File: config.mk
export PLATFORM = sky130hd
export DESIGN_NAME = crcs_top
export DESIGN_NICKNAME = d
export VERILOG_FILES = /design/src/crcs_pkg.sv /design/src/crcs_rtc.sv /design/src/crcs_supply.sv /design/src/crcs_top.sv
export SDC_FILE = /design/constraint.sdc
export NUM_CORES = 2
export LEC_CHECK = 0
export ABC_AREA = 1
export BUFFER_PORTS_ARGS = -buffer_cell sky130_fd_sc_hd__clkbuf_2
export CAP_MARGIN = 20
export CORE_ASPECT_RATIO = 0.9
export CORE_MARGIN = 4
export CORE_UTILIZATION = 45
export CTS_CLUSTER_DIAMETER = 150
export CTS_CLUSTER_SIZE = 30
export DETAILED_ROUTE_END_ITERATION = 12
export GPL_ROUTABILITY_DRIVEN = 0
export PLACE_DENSITY = 0.67
export SETUP_SLACK_MARGIN = 0.02
export SLEW_MARGIN = 10
export SYNTH_ARGS = -nofsm -noshare
export SYNTH_HDL_FRONTEND = slang
export SYNTH_SLANG_ARGS = --single-unit
File: constraint.sdc
create_clock -name clk_i -period 2.5 [get_ports clk_i]
set_clock_uncertainty 0.15 [all_clocks]
set_input_delay 0.125 -clock clk_i [delete_from_list [all_inputs] [get_ports clk_i]]
set_output_delay 0.125 -clock clk_i [all_outputs]
set_load 0.05 [all_outputs]
File: src/crcs_pkg.sv
// shared constants and types of the config, run control and status bank
`default_nettype none
package crcs_pkg;
  localparam int WR_REG_COUNT = 78;
  localparam int HW_REG_COUNT = 51;
  localparam int FW_REG_COUNT = 27;
  localparam logic [6:0] RUN_CTRL_IDX   = 7'h4d;
  localparam int         RUN_BIT_POS    = 0;
  localparam logic [7:0] CFG_RESET      = 8'h00;
  localparam logic [6:0] CMP_EN_IDX     = 7'h00;
  localparam int         CMP_EN_POS     = 7;
  localparam logic [6:0] NVM_AWAKE_IDX  = 7'h02;
  localparam int         NVM_AWAKE_POS  = 0;
  localparam logic [6:0] RTC_CFG_IDX    = 7'h04;
  localparam int         RTC_EN_POS     = 0;
  localparam int         RTC_SEL_POS    = 1;
  localparam logic [6:0] SRAM_SEL_IDX   = 7'h2b;
  localparam int         SRAM_SEL_POS   = 0;
  localparam logic [6:0] BG_TRIM_IDX    = 7'h30;
  localparam int         SUP_SEL_POS    = 4;
  localparam int RD_BYTE_COUNT = 44;
  localparam int RESULT_COUNT  = 11;
  localparam logic [5:0] STATUS_LOW_ADDR  = 6'h18;
  localparam logic [5:0] STATUS_MID_ADDR  = 6'h19;
  localparam logic [5:0] STATUS_HIGH_ADDR = 6'h1a;
  localparam logic [5:0] RES_HIGH_FIRST   = 6'h1b;
  localparam logic [5:0] RES_HIGH_LAST    = 6'h20;
  localparam logic [5:0] RD_LAST_ADDR     = 6'h2b;
  localparam int         TRIG_BIT_POS     = 14;
  localparam int         BUSY_BIT_POS     = 8;
  localparam logic [6:0] SUPPLY_RAM_ADDR  = 7'h5c;
  localparam int RTC_PRESCALE_BITS = 17;
  localparam int SUPPLY_CONV_TICKS = 17;
  localparam int SUPPLY_SLOW_DIV   = 16;
  localparam int SUPPLY_RES_BITS   = 6;
  typedef enum logic [2:0] {
    CMP_OFF     = 3'b000,
    CMP_RD      = 3'b001,
    CMP_CHK     = 3'b010,
    CMP_RESET   = 3'b011,
    CMP_COPY    = 3'b100,
    CMP_COPY_WR = 3'b101,
    CMP_RESTART = 3'b110
  } crcs_cmp_type;
  typedef struct packed {
    logic       en;
    logic [6:0] addr;
    logic [7:0] data;
  } crcs_host_wr_type;
  typedef struct packed {
    logic       en;
    logic [5:0] addr;
    logic [7:0] data;
  } crcs_res_wr_type;
endpackage
`default_nettype wire

File: src/crcs_rtc.sv
// real-time counter: prescaler then gray-coded count
`default_nettype none
module crcs_rtc #(
  parameter int COUNT_BITS = 16,
  parameter int PRE_BITS   = crcs_pkg::RTC_PRESCALE_BITS
) (
  input  wire logic                  clk_i,
  input  wire logic                  rst_i,
  input  wire logic                  enable_i,
  input  wire logic                  tick_i,
  output logic      [COUNT_BITS-1:0] gray_o
);
  logic [PRE_BITS-1:0]   pre;
  logic [COUNT_BITS-1:0] bin;
  wire                   wrap = tick_i && (&pre);
  wire [COUNT_BITS-1:0]  next_bin = bin + COUNT_BITS'(1);

  // counts only while enabled; holds its value otherwise
  always_ff @(posedge clk_i) begin
    if (rst_i) begin
      pre    <= '0;
      bin    <= '0;
      gray_o <= '0;
    end else if (enable_i && tick_i) begin
      pre <= pre + PRE_BITS'(1);
      if (wrap) begin
        bin    <= next_bin;
        gray_o <= next_bin ^ (next_bin >> 1);
      end
    end
  end

  // gray code never moves more than one bit at a step
  property p_gray_step;
    @(posedge clk_i) disable iff (rst_i)
      (gray_o != $past(gray_o)) |-> $onehot(gray_o ^ $past(gray_o));
  endproperty
  a_gray_step: assert property (p_gray_step) else $error("gray step not one bit");
endmodule
`default_nettype wire

File: src/crcs_supply.sv
// supply voltage conversion timer and result capture
`default_nettype none
module crcs_supply #(
  parameter int TICKS = crcs_pkg::SUPPLY_CONV_TICKS,
  parameter int DIV   = crcs_pkg::SUPPLY_SLOW_DIV,
  parameter int RES_W = crcs_pkg::SUPPLY_RES_BITS
) (
  input  wire logic             clk_i,
  input  wire logic             rst_i,
  input  wire logic             start_i,
  input  wire logic             slow_i,
  input  wire logic             olf_tick_i,
  input  wire logic [RES_W-1:0] sample_i,
  output logic                  busy_o,
  output logic                  done_o,
  output logic      [RES_W-1:0] result_o
);
  logic [$clog2(DIV)-1:0]   div;
  logic [$clog2(TICKS)-1:0] cnt;
  // slow mode lets one base tick through every DIV oscillator ticks
  wire base_tick = olf_tick_i && (!slow_i || (&div));
  wire last_tick = base_tick && (cnt == ($clog2(TICKS))'(TICKS - 1));

  // divider runs only during a conversion so both modes start aligned
  always_ff @(posedge clk_i) begin
    if (rst_i || !busy_o) begin
      div <= '0;
    end else if (olf_tick_i) begin
      div <= div + ($clog2(DIV))'(1);
    end
  end

  // conversion: TICKS base ticks, then result captured once
  always_ff @(posedge clk_i) begin
    if (rst_i) begin
      busy_o   <= 1'b0;
      done_o   <= 1'b0;
      cnt      <= '0;
      result_o <= '0;
    end else begin
      done_o <= 1'b0;
      if (!busy_o && start_i) begin
        busy_o <= 1'b1;
        cnt    <= '0;
      end else if (busy_o && base_tick) begin
        cnt <= cnt + ($clog2(TICKS))'(1);
        if (last_tick) begin
          busy_o   <= 1'b0;
          done_o   <= 1'b1;
          result_o <= sample_i;
        end
      end
    end
  end

  property p_start_busy;
    @(posedge clk_i) disable iff (rst_i)
      (start_i && !busy_o) |=> busy_o ##0 !done_o;
  endproperty
  a_start_busy: assert property (p_start_busy) else $error("start did not raise busy");

  property p_done_idle;
    @(posedge clk_i) disable iff (rst_i)
      done_o |-> !busy_o && $past(busy_o);
  endproperty
  a_done_idle: assert property (p_done_idle) else $error("done without conversion");
endmodule
`default_nettype wire

File: src/crcs_top.sv
// configuration, run control and status register bank with its control units
`default_nettype none
module crcs_top #(
  parameter int PM_AW  = 12,
  parameter int RTC_W  = 16
) (
  input  wire logic                      clk_i,
  input  wire logic                      rst_i,
  input  wire crcs_pkg::crcs_host_wr_type host_wr_i,
  input  wire logic                [5:0] host_rd_addr_i,
  output logic                     [7:0] host_rd_data_o,
  input  wire crcs_pkg::crcs_res_wr_type res_wr_i,
  output logic [crcs_pkg::WR_REG_COUNT-1:0][7:0] cfg_o,
  output logic                           frontend_run_o,
  input  wire logic                      dsp_out_we_i,
  input  wire logic               [15:0] dsp_out_i,
  output logic                    [15:0] dsp_in_o,
  output logic                           supply_ram_we_o,
  output logic                     [6:0] supply_ram_addr_o,
  output logic                     [7:0] supply_ram_data_o,
  input  wire logic                      low_freq_oscillator_i,
  input  wire logic                      ext_32k_i,
  input  wire logic                [5:0] supply_sample_i,
  output logic             [RTC_W-1:0] rtc_gray_o,
  input  wire logic                      nvm_access_i,
  output logic                           nvm_awake_o,
  input  wire logic                      dsp_stop_cmd_i,
  input  wire logic                      gpio_wake_i,
  input  wire logic                      run_end_i,
  output logic                           dsp_clk_en_o,
  input  wire logic                      dsp_idle_i,
  input  wire logic                      ring_osc_sel_i,
  output logic             [PM_AW-1:0] pm_addr_o,
  input  wire logic                [7:0] pm_sram_data_i,
  input  wire logic                [7:0] pm_otp_data_i,
  output logic                           pm_sram_we_o,
  output logic                     [7:0] pm_sram_wdata_o,
  output logic                           por_o,
  output logic                           dsp_restart_o
);
  ////////////////////////////////////////////////////////////////////////////
  // write register space
  logic [crcs_pkg::WR_REG_COUNT-1:0][7:0] cfg;
  logic [crcs_pkg::RD_BYTE_COUNT-1:0][7:0] rd_ram;

  wire wr_hit = host_wr_i.en &&
                (host_wr_i.addr < 7'(crcs_pkg::WR_REG_COUNT));
  wire run_en = cfg[crcs_pkg::RUN_CTRL_IDX][crcs_pkg::RUN_BIT_POS];
  wire cmp_en = cfg[crcs_pkg::CMP_EN_IDX][crcs_pkg::CMP_EN_POS];
  wire keep_awake = cfg[crcs_pkg::NVM_AWAKE_IDX][crcs_pkg::NVM_AWAKE_POS];
  wire rtc_en  = cfg[crcs_pkg::RTC_CFG_IDX][crcs_pkg::RTC_EN_POS];
  wire rtc_sel = cfg[crcs_pkg::RTC_CFG_IDX][crcs_pkg::RTC_SEL_POS];
  wire sram_sel = cfg[crcs_pkg::SRAM_SEL_IDX][crcs_pkg::SRAM_SEL_POS];
  wire sup_slow = cfg[crcs_pkg::BG_TRIM_IDX][crcs_pkg::SUP_SEL_POS];

  // out-of-range writes are dropped; run byte keeps only its one bit
  always_ff @(posedge clk_i) begin
    if (rst_i) begin
      cfg <= {crcs_pkg::WR_REG_COUNT{crcs_pkg::CFG_RESET}};
    end else if (wr_hit) begin
      if (host_wr_i.addr == crcs_pkg::RUN_CTRL_IDX) begin
        cfg[host_wr_i.addr] <= {7'h00, host_wr_i.data[0]};
      end else begin
        cfg[host_wr_i.addr] <= host_wr_i.data;
      end
    end
  end

  assign cfg_o          = cfg;
  assign frontend_run_o = run_en;

  ////////////////////////////////////////////////////////////////////////////
  // read space: firmware results plus hard-wired status triple
  wire res_in_status = (res_wr_i.addr >= crcs_pkg::STATUS_LOW_ADDR) &&
                       (res_wr_i.addr <= crcs_pkg::STATUS_HIGH_ADDR);
  wire res_ok = res_wr_i.en && !res_in_status &&
                (res_wr_i.addr <= crcs_pkg::RD_LAST_ADDR);

  // firmware may not overwrite the status bytes
  always_ff @(posedge clk_i) begin
    if (rst_i) begin
      rd_ram <= '0;
    end else if (res_ok) begin
      rd_ram[res_wr_i.addr] <= res_wr_i.data;
    end
  end

  logic       supply_busy;
  logic       cmp_active;
  logic       mismatch_seen;
  logic [5:0] supply_result;
  logic       trig;

  wire [7:0] status_low = {3'h0, nvm_awake_o, cmp_active, supply_busy,
                           dsp_clk_en_o, run_en};
  wire [7:0] status_mid = {2'h0, supply_result};
  wire [7:0] status_high = {7'h00, mismatch_seen};
  wire [7:0] rd_sel =
    (host_rd_addr_i == crcs_pkg::STATUS_LOW_ADDR)  ? status_low :
    (host_rd_addr_i == crcs_pkg::STATUS_MID_ADDR)  ? status_mid :
    (host_rd_addr_i == crcs_pkg::STATUS_HIGH_ADDR) ? status_high :
    (host_rd_addr_i <= crcs_pkg::RD_LAST_ADDR) ? rd_ram[host_rd_addr_i] : 8'h00;

  // read data is registered: one cycle after the address
  always_ff @(posedge clk_i) begin
    if (rst_i) begin
      host_rd_data_o <= 8'h00;
    end else begin
      host_rd_data_o <= rd_sel;
    end
  end

  ////////////////////////////////////////////////////////////////////////////
  // nvm power: awake per access or permanently
  always_ff @(posedge clk_i) begin
    if (rst_i) begin
      nvm_awake_o <= 1'b0;
    end else begin
      nvm_awake_o <= keep_awake || nvm_access_i;
    end
  end

  ////////////////////////////////////////////////////////////////////////////
  // real-time counter with source select on sampled clock levels
  logic src_q;
  logic olf_q;
  wire  rtc_src  = rtc_sel ? low_freq_oscillator_i : ext_32k_i;
  wire  rtc_tick = rtc_src && !src_q;
  wire  olf_tick = low_freq_oscillator_i && !olf_q;

  always_ff @(posedge clk_i) begin
    if (rst_i) begin
      src_q <= 1'b0;
      olf_q <= 1'b0;
    end else begin
      src_q <= rtc_src;
      olf_q <= low_freq_oscillator_i;
    end
  end

  crcs_rtc #(.COUNT_BITS(RTC_W)) u_rtc (
    .clk_i    (clk_i),
    .rst_i    (rst_i),
    .enable_i (rtc_en),
    .tick_i   (rtc_tick),
    .gray_o   (rtc_gray_o)
  );

  ////////////////////////////////////////////////////////////////////////////
  // supply check: trigger bit, busy flag, result to processor RAM
  logic sup_done;
  wire  trig_set = dsp_out_we_i && dsp_out_i[crcs_pkg::TRIG_BIT_POS];
  wire  sup_start = trig && !supply_busy;

  // set wins over the self-clear so a back-to-back trigger survives
  always_ff @(posedge clk_i) begin
    if (rst_i) begin
      trig <= 1'b0;
    end else if (trig_set) begin
      trig <= 1'b1;
    end else if (sup_start) begin
      trig <= 1'b0;
    end
  end

  crcs_supply u_supply (
    .clk_i      (clk_i),
    .rst_i      (rst_i),
    .start_i    (sup_start),
    .slow_i     (sup_slow),
    .olf_tick_i (olf_tick),
    .sample_i   (supply_sample_i),
    .busy_o     (supply_busy),
    .done_o     (sup_done),
    .result_o   (supply_result)
  );

  // busy bit and ram write both come straight from flops
  always_ff @(posedge clk_i) begin
    if (rst_i) begin
      dsp_in_o          <= 16'h0000;
      supply_ram_we_o   <= 1'b0;
      supply_ram_addr_o <= 7'h00;
      supply_ram_data_o <= 8'h00;
    end else begin
      dsp_in_o          <= 16'h0000;
      dsp_in_o[crcs_pkg::BUSY_BIT_POS] <= supply_busy || sup_start;
      supply_ram_we_o   <= sup_done;
      supply_ram_addr_o <= crcs_pkg::SUPPLY_RAM_ADDR;
      supply_ram_data_o <= {2'h0, supply_result};
    end
  end

  ////////////////////////////////////////////////////////////////////////////
  logic frontend_q;
  // processor clock gate; wake events win over a stop command
  always_ff @(posedge clk_i) begin
    if (rst_i || !run_en) begin
      dsp_clk_en_o <= 1'b0;
    end else if (gpio_wake_i || run_end_i || !frontend_q) begin
      dsp_clk_en_o <= 1'b1;
    end else if (dsp_stop_cmd_i) begin
      dsp_clk_en_o <= 1'b0;
    end
  end

  // delayed run bit: starting a run wakes the processor once
  always_ff @(posedge clk_i) begin
    if (rst_i) begin
      frontend_q <= 1'b0;
    end else begin
      frontend_q <= run_en;
    end
  end

  ////////////////////////////////////////////////////////////////////////////
  // program integrity monitor: walks sram against otp in idle time
  crcs_pkg::crcs_cmp_type cmp_state;
  crcs_pkg::crcs_cmp_type next_cmp_state;
  wire cmp_allowed = cmp_en && sram_sel && ring_osc_sel_i && run_en;
  wire cmp_go = cmp_allowed && dsp_idle_i;
  wire mismatch = pm_sram_data_i != pm_otp_data_i;
  wire addr_last = &pm_addr_o;

  // recovery states run to completion; compare pauses when not idle
  always_comb begin
    next_cmp_state = cmp_state;
    unique case (cmp_state)
      crcs_pkg::CMP_OFF:     if (cmp_go) next_cmp_state = crcs_pkg::CMP_RD;
      crcs_pkg::CMP_RD:      if (!cmp_allowed) next_cmp_state = crcs_pkg::CMP_OFF;
                             else if (cmp_go) next_cmp_state = crcs_pkg::CMP_CHK;
      crcs_pkg::CMP_CHK:     next_cmp_state = mismatch ? crcs_pkg::CMP_RESET
                                                       : crcs_pkg::CMP_RD;
      crcs_pkg::CMP_RESET:   next_cmp_state = crcs_pkg::CMP_COPY;
      crcs_pkg::CMP_COPY:    next_cmp_state = crcs_pkg::CMP_COPY_WR;
      crcs_pkg::CMP_COPY_WR: next_cmp_state = addr_last ? crcs_pkg::CMP_RESTART
                                                        : crcs_pkg::CMP_COPY;
      crcs_pkg::CMP_RESTART: next_cmp_state = crcs_pkg::CMP_OFF;
      default:               next_cmp_state = crcs_pkg::CMP_OFF;
    endcase
  end

  always_ff @(posedge clk_i) begin
    if (rst_i) begin
      cmp_state <= crcs_pkg::CMP_OFF;
    end else begin
      cmp_state <= next_cmp_state;
    end
  end

  // address, strobes and sticky mismatch flag of the monitor
  always_ff @(posedge clk_i) begin
    if (rst_i) begin
      pm_addr_o       <= '0;
      pm_sram_we_o    <= 1'b0;
      pm_sram_wdata_o <= 8'h00;
      por_o           <= 1'b0;
      dsp_restart_o   <= 1'b0;
      mismatch_seen   <= 1'b0;
    end else begin
      pm_sram_we_o  <= 1'b0;
      por_o         <= 1'b0;
      dsp_restart_o <= 1'b0;
      if (cmp_state == crcs_pkg::CMP_CHK) begin
        pm_addr_o <= mismatch ? '0 : pm_addr_o + PM_AW'(1);
        if (mismatch) begin
          por_o         <= 1'b1;
          mismatch_seen <= 1'b1;
        end
      end
      if (cmp_state == crcs_pkg::CMP_COPY) begin
        pm_sram_we_o    <= 1'b1;
        pm_sram_wdata_o <= pm_otp_data_i;
      end
      if (cmp_state == crcs_pkg::CMP_COPY_WR) begin
        pm_addr_o <= pm_addr_o + PM_AW'(1);
      end
      if (cmp_state == crcs_pkg::CMP_RESTART) begin
        dsp_restart_o <= 1'b1;
      end
    end
  end

  assign cmp_active = cmp_state != crcs_pkg::CMP_OFF;

  ////////////////////////////////////////////////////////////////////////////
  // checks
  property p_run_reset;
    @(posedge clk_i) disable iff (rst_i)
      $fell(rst_i) |-> !frontend_run_o && !dsp_clk_en_o;
  endproperty
  a_run_reset: assert property (p_run_reset) else $error("run set after reset");

  property p_run_write;
    @(posedge clk_i) disable iff (rst_i)
      (host_wr_i.en && host_wr_i.addr == crcs_pkg::RUN_CTRL_IDX)
        |=> frontend_run_o == $past(host_wr_i.data[0]);
  endproperty
  a_run_write: assert property (p_run_write) else $error("run bit not stored");

  property p_run_mirror;
    @(posedge clk_i) disable iff (rst_i)
      (host_rd_addr_i == crcs_pkg::STATUS_LOW_ADDR)
        |=> host_rd_data_o[0] == $past(frontend_run_o);
  endproperty
  a_run_mirror: assert property (p_run_mirror) else $error("run mirror wrong");

  property p_keep_awake;
    @(posedge clk_i) disable iff (rst_i)
      keep_awake |=> nvm_awake_o;
  endproperty
  a_keep_awake: assert property (p_keep_awake) else $error("nvm slept while kept awake");

  property p_trig_clear;
    @(posedge clk_i) disable iff (rst_i)
      (trig && !supply_busy && !trig_set) |=> !trig ##1 dsp_in_o[crcs_pkg::BUSY_BIT_POS];
  endproperty
  a_trig_clear: assert property (p_trig_clear) else $error("trigger did not self-clear");

  property p_result_write;
    @(posedge clk_i) disable iff (rst_i)
      sup_done |=> supply_ram_we_o && supply_ram_addr_o == 7'h5c &&
                   supply_ram_data_o == {2'h0, $past(supply_result)};
  endproperty
  a_result_write: assert property (p_result_write) else $error("supply result not placed");

  property p_cmp_gate;
    @(posedge clk_i) disable iff (rst_i)
      (cmp_state == crcs_pkg::CMP_OFF && !cmp_go) |=> cmp_state == crcs_pkg::CMP_OFF;
  endproperty
  a_cmp_gate: assert property (p_cmp_gate) else $error("compare started while barred");

  property p_mismatch_por;
    @(posedge clk_i) disable iff (rst_i)
      (cmp_state == crcs_pkg::CMP_CHK && mismatch) |=> por_o ##2 pm_sram_we_o;
  endproperty
  a_mismatch_por: assert property (p_mismatch_por) else $error("mismatch without recovery");

  property p_stop_cmd;
    @(posedge clk_i) disable iff (rst_i)
      (dsp_stop_cmd_i && !gpio_wake_i && !run_end_i && frontend_q) |=> !dsp_clk_en_o;
  endproperty
  a_stop_cmd: assert property (p_stop_cmd) else $error("clock not stopped");
endmodule
`default_nettype wire

==> impl_summary.log <==
[metrics] total wire length: 151000 um
[metrics] Clock power frac: 0.308
[metrics] global-route wire length before repair: 224000 um
[metrics] Post-Syn Instances: 5276
[metrics] Placement Rows: approximately 100
[metrics] most frequently used flop master after synthesis: dfxtp_1
[metrics] area of combinational cells with multiple inputs: approximately 0.017 mm^2
[metrics] CTS tree: built
[metrics] via count of the first global-routing pass: 35600
[metrics] Max clock buf depth: 3
[metrics] share of synthesized area occupied by flip-flops and latches: 0.531
[metrics] wire length per cell after detailed routing: 21.0 um
[metrics] Post-Synthesis Cell Area: 0.0411 mm^2
[metrics] final worst hold slack: 0.0661 ns
[metrics] headroom to the max-slew limit: 0.489
[metrics] I/O pin count: 792
[metrics] Post-Route Setup TNS: 0 ns
[metrics] kind of end point of the critical path: register
[metrics] Detail Route Antenna Nets: 0
[metrics] Synth warnings: 0
[metrics] Power per Cell Area: approximately 580 mW/mm^2
[metrics] Critical-path top delay cell: dlygate4sd3_1
[metrics] detailed-router iteration count before antenna repair: 8
[metrics] post-detailed-placement half-perimeter wirelength: between 100000 and 150000 um
[metrics] flip-flop and latch area: 0.0218 mm^2
[metrics] TritonCTS Sinks: 1091
[metrics] Largest stage delay, worst path: 0.59 ns
[metrics] Fmax achieved: a little over 0.4 GHz
[metrics] Crit Reg-Reg Endpoint: u_rtc.gray_o[10]$_SDFFE_PP0P_
[metrics] max-capacitance violation count: 0
[metrics] Post-layout nets: 6077
[metrics] final cycle utilization of the critical path: 0.964
[metrics] kind of critical path: primary input to register
[metrics] layout overhead on the synthesized area: 18.0%
[metrics] final setup violation count: 0
[metrics] result of the run: finished, final reports clean
[metrics] startpoint kind of the worst setup timing path: primary input
[metrics] slew at the pin closest to its max-slew limit: 0.767 ns
[metrics] Placeable Area: 0.0900 mm^2
[metrics] post-layout util: 0.539
[metrics] worst min path class: primary input to register
[metrics] Filler Cell Count: 8675
[metrics] leading cell types by total area after synthesis: dfxtp_1 (53%), o21ai_0 (11%), nor2_1 (8.4%)
[metrics] final critical delay including setup and external delays: 2.41 ns
[metrics] P_leak: 20.2 nW
[metrics] Die W: between 300 and 400 um
[metrics] sequential fraction of design power: 0.622
[metrics] mean instance size in the synthesized netlist: roughly 7.8 um^2
[metrics] ranking of synthesized cells by instance count: dfxtp_1 (1091), nor2_1 (919), o21ai_0 (919)
[metrics] count of buffers from port buffering: 756
[metrics] Clock H-tree levels: 2
[metrics] final total power: 28.1 mW
[metrics] critical-path cell list: dlygate4sd3_1 > clkbuf_2 > inv_1 > nor2_1 > inv_1 > dlygate4sd3_1 > nor3_1 > inv_1 > nor2_4 > nand3_1 > dlygate4sd3_1 > a21oi_1
[metrics] max-slew violations: 0
[metrics] share of flip-flops with an asynchronous set or reset: 0
[metrics] RSZ-0062 raised after global routing: true
[metrics] number of vias in the routed layout: 38900
[metrics] CTS Root Cell: clkbuf_16
[metrics] Die Span Y: a little under 300 um
[metrics] combinational share of power: 0.070
[metrics] count of unresolved DRC violations after routing: 0
[metrics] number of failing hold endpoints at the final stage: 0
[metrics] internal power consumption: about 21 mW
[metrics] initial antenna violation count: 2
[metrics] all-layer global routing usage: 0.296
[metrics] largest net degree at the start of global routing: 151
[metrics] per-cell via count in the routed design: 5.39
[metrics] critical register-to-register path startpoint: u_rtc.bin[0]$_SDFFE_PP0P_
[metrics] Worst Path Required: 2.91 ns
[metrics] crit path max fanout: 5
[metrics] FF+latch count, synth: 1091
[metrics] Switching Power: ~7.0 mW
[metrics] starting utilization of the core area: 0.456
[metrics] Worst-path clk slew: 0.12 ns
[metrics] cell type with the highest aggregate area in the netlist: dfxtp_1
[metrics] most repeated cell in the gate-level netlist after synthesis: dfxtp_1
[metrics] proportion of layout cells with a drive suffix above 1: 0.184
[metrics] remaining global-route overflow: 0
[metrics] Clock Latency Late Sink: 0.65 ns
[metrics] start point of the critical path: host_wr_i[13]
[metrics] critical path data arrival time: 2.82 ns
[metrics] number of cell instances on the worst register-to-register path: 10
[metrics] reg-to-reg slack, setup: roughly 0.26 ns
[metrics] die outline area: 0.0963 mm^2
[metrics] switching part of the total power: 0.249
[metrics] drt initial violations: 4146
[metrics] number of enable-type register cells in the synthesized netlist: 0
[metrics] launch point of the worst hold path: res_wr_i[14]
[metrics] synth unique cells: 48
[metrics] number of buffers created by CTS: between 40 and 50
[metrics] Synth top area share: 0.531
[metrics] Max rail drop VDD: 0.470 mV
==> cell usage in the layout, fill, tap and decap left out, types with 7 or more instances in the layout <==
cell type	n
a22oi_1	43
nand3_1	114
a31oi_1	11
nor2_2	21
nor2_1	912
ha_1	7
buf_4	165
clkbuf_2	755
a21oi_1	681
a211oi_1	46
inv_2	35
inv_1	274
o211ai_1	11
nor2_4	8
nand2_2	13
clkbuf_16	43
nand2_4	7
o21ai_0	919
conb_1	20
nand2_1	537
clkinv_1	7
buf_12	23
nor3_1	31
dfxtp_1	1091
xor2_1	14
o22ai_1	7
dlygate4sd3_1	66
nand4_1	46
==> critical path: cells and delay by family <==
kind / cells / cell delay [ns]
and+or+nand+nor: 4 / 0.48
AOI/OAI and AO/OA: 1 / 0.13
buffers and inverters: 7 / 2.07
==> cell type report <==
type	instances	area share
sequential	1091	0.450
multi-input combinational	3511	0.342
timing repair buffer	1017	0.128
tap	1219	0.0315
inverter	321	0.0252
clock buffer	43	0.0222
clock inverter	2	0.000593
antenna	4	0.000206
==> power by group through the flow <==
stage                     clock network (mW)  logic [mW]  registers (mW)
after floorplan                            0        1.01            18.0
after global placement                     0        1.84            17.9
after detailed placement                   0        1.84            17.9
after CTS                               8.80        1.92            17.5
after global routing                    9.36        2.10            17.5
final                                   8.65        1.97            17.5
==> state kept, by name, summed over array words and instances, names as in the netlist, 3 cells and up, named ones only <==
| register | count |
|---|---|
| u_supply.result_o | 6 |
| u_rtc.gray_o | 15 |
| rd_ram | 352 |
| supply_ram_data_o | 6 |
| cmp_state | 3 |
| host_rd_data_o | 8 |
| pm_sram_wdata_o | 8 |
| pm_addr_o | 12 |
| u_rtc.bin | 16 |
| u_supply.cnt | 5 |
| u_rtc.pre | 17 |
| u_supply.div | 4 |
| cfg_o | 546 |
==> routing by layer <==
metal | routed length (um) | GRT usage
met5 | 0 | 0
met4 | 5520 | 0.0947
met3 | 12800 | 0.0636
met2 | 67100 | 0.466
met1 | 65700 | 0.408
==> cells by family (layout without fill, tap and decap cells) <==
kind of cell	after synthesis	after routing	share of synthesized area
adders and majority gates	7	7	0.00213
and+or+nand+nor	1718	1718	0.170
buffers and inverters	693	1383	0.0707
other	1	24	0.0000912
xor gates and xnor gates	18	18	0.00384
DFF	1091	1091	0.531
AOI/OAI and AO/OA	1748	1748	0.222
==> what timing repair did <==
action | CTS | global route
hold buffers | 67 | 0
resized for setup | 0 | 26
endpoints found under the setup margin | 0 | 143
endpoints found under the hold margin | 422 | 0
setup buffers | 0 | 2
==> through the flow <==
| stage | instance area, um^2 | instances | setup slack (ns) |
|---|---|---|---|
| 2_1_floorplan | 41200 | 5295 | 0.256 |
| 3_3_place_gp | 46600 | 7089 | 0.147 |
| 3_5_place_dp | 46600 | 7089 | 0.129 |
| 4_1_cts | 48400 | 7201 | 0.0272 |
| 5_1_grt | 48500 | 7206 | -0.00384 |
| 6_report | 48500 | 7208 | 0.0895 |
==> how the worst min path moves through the flow <==
stage                                      end  slack [ns]  depth (start not counted)
6_report               rd_ram[11]$_SDFFE_PP0P_        0.07                          6
5_1_grt                rd_ram[11]$_SDFFE_PP0P_        0.11                          6
4_1_cts                rd_ram[11]$_SDFFE_PP0P_        0.03                          6
3_5_place_dp                 trig$_SDFFE_PP0P_        0.24                          3
3_3_place_gp   pm_sram_wdata_o[2]$_SDFFE_PP0P_        0.23                          3
2_1_floorplan           nvm_awake_o$_SDFF_PP0_        0.09                          2
Note: power is estimated with default switching activity, not from simulation.
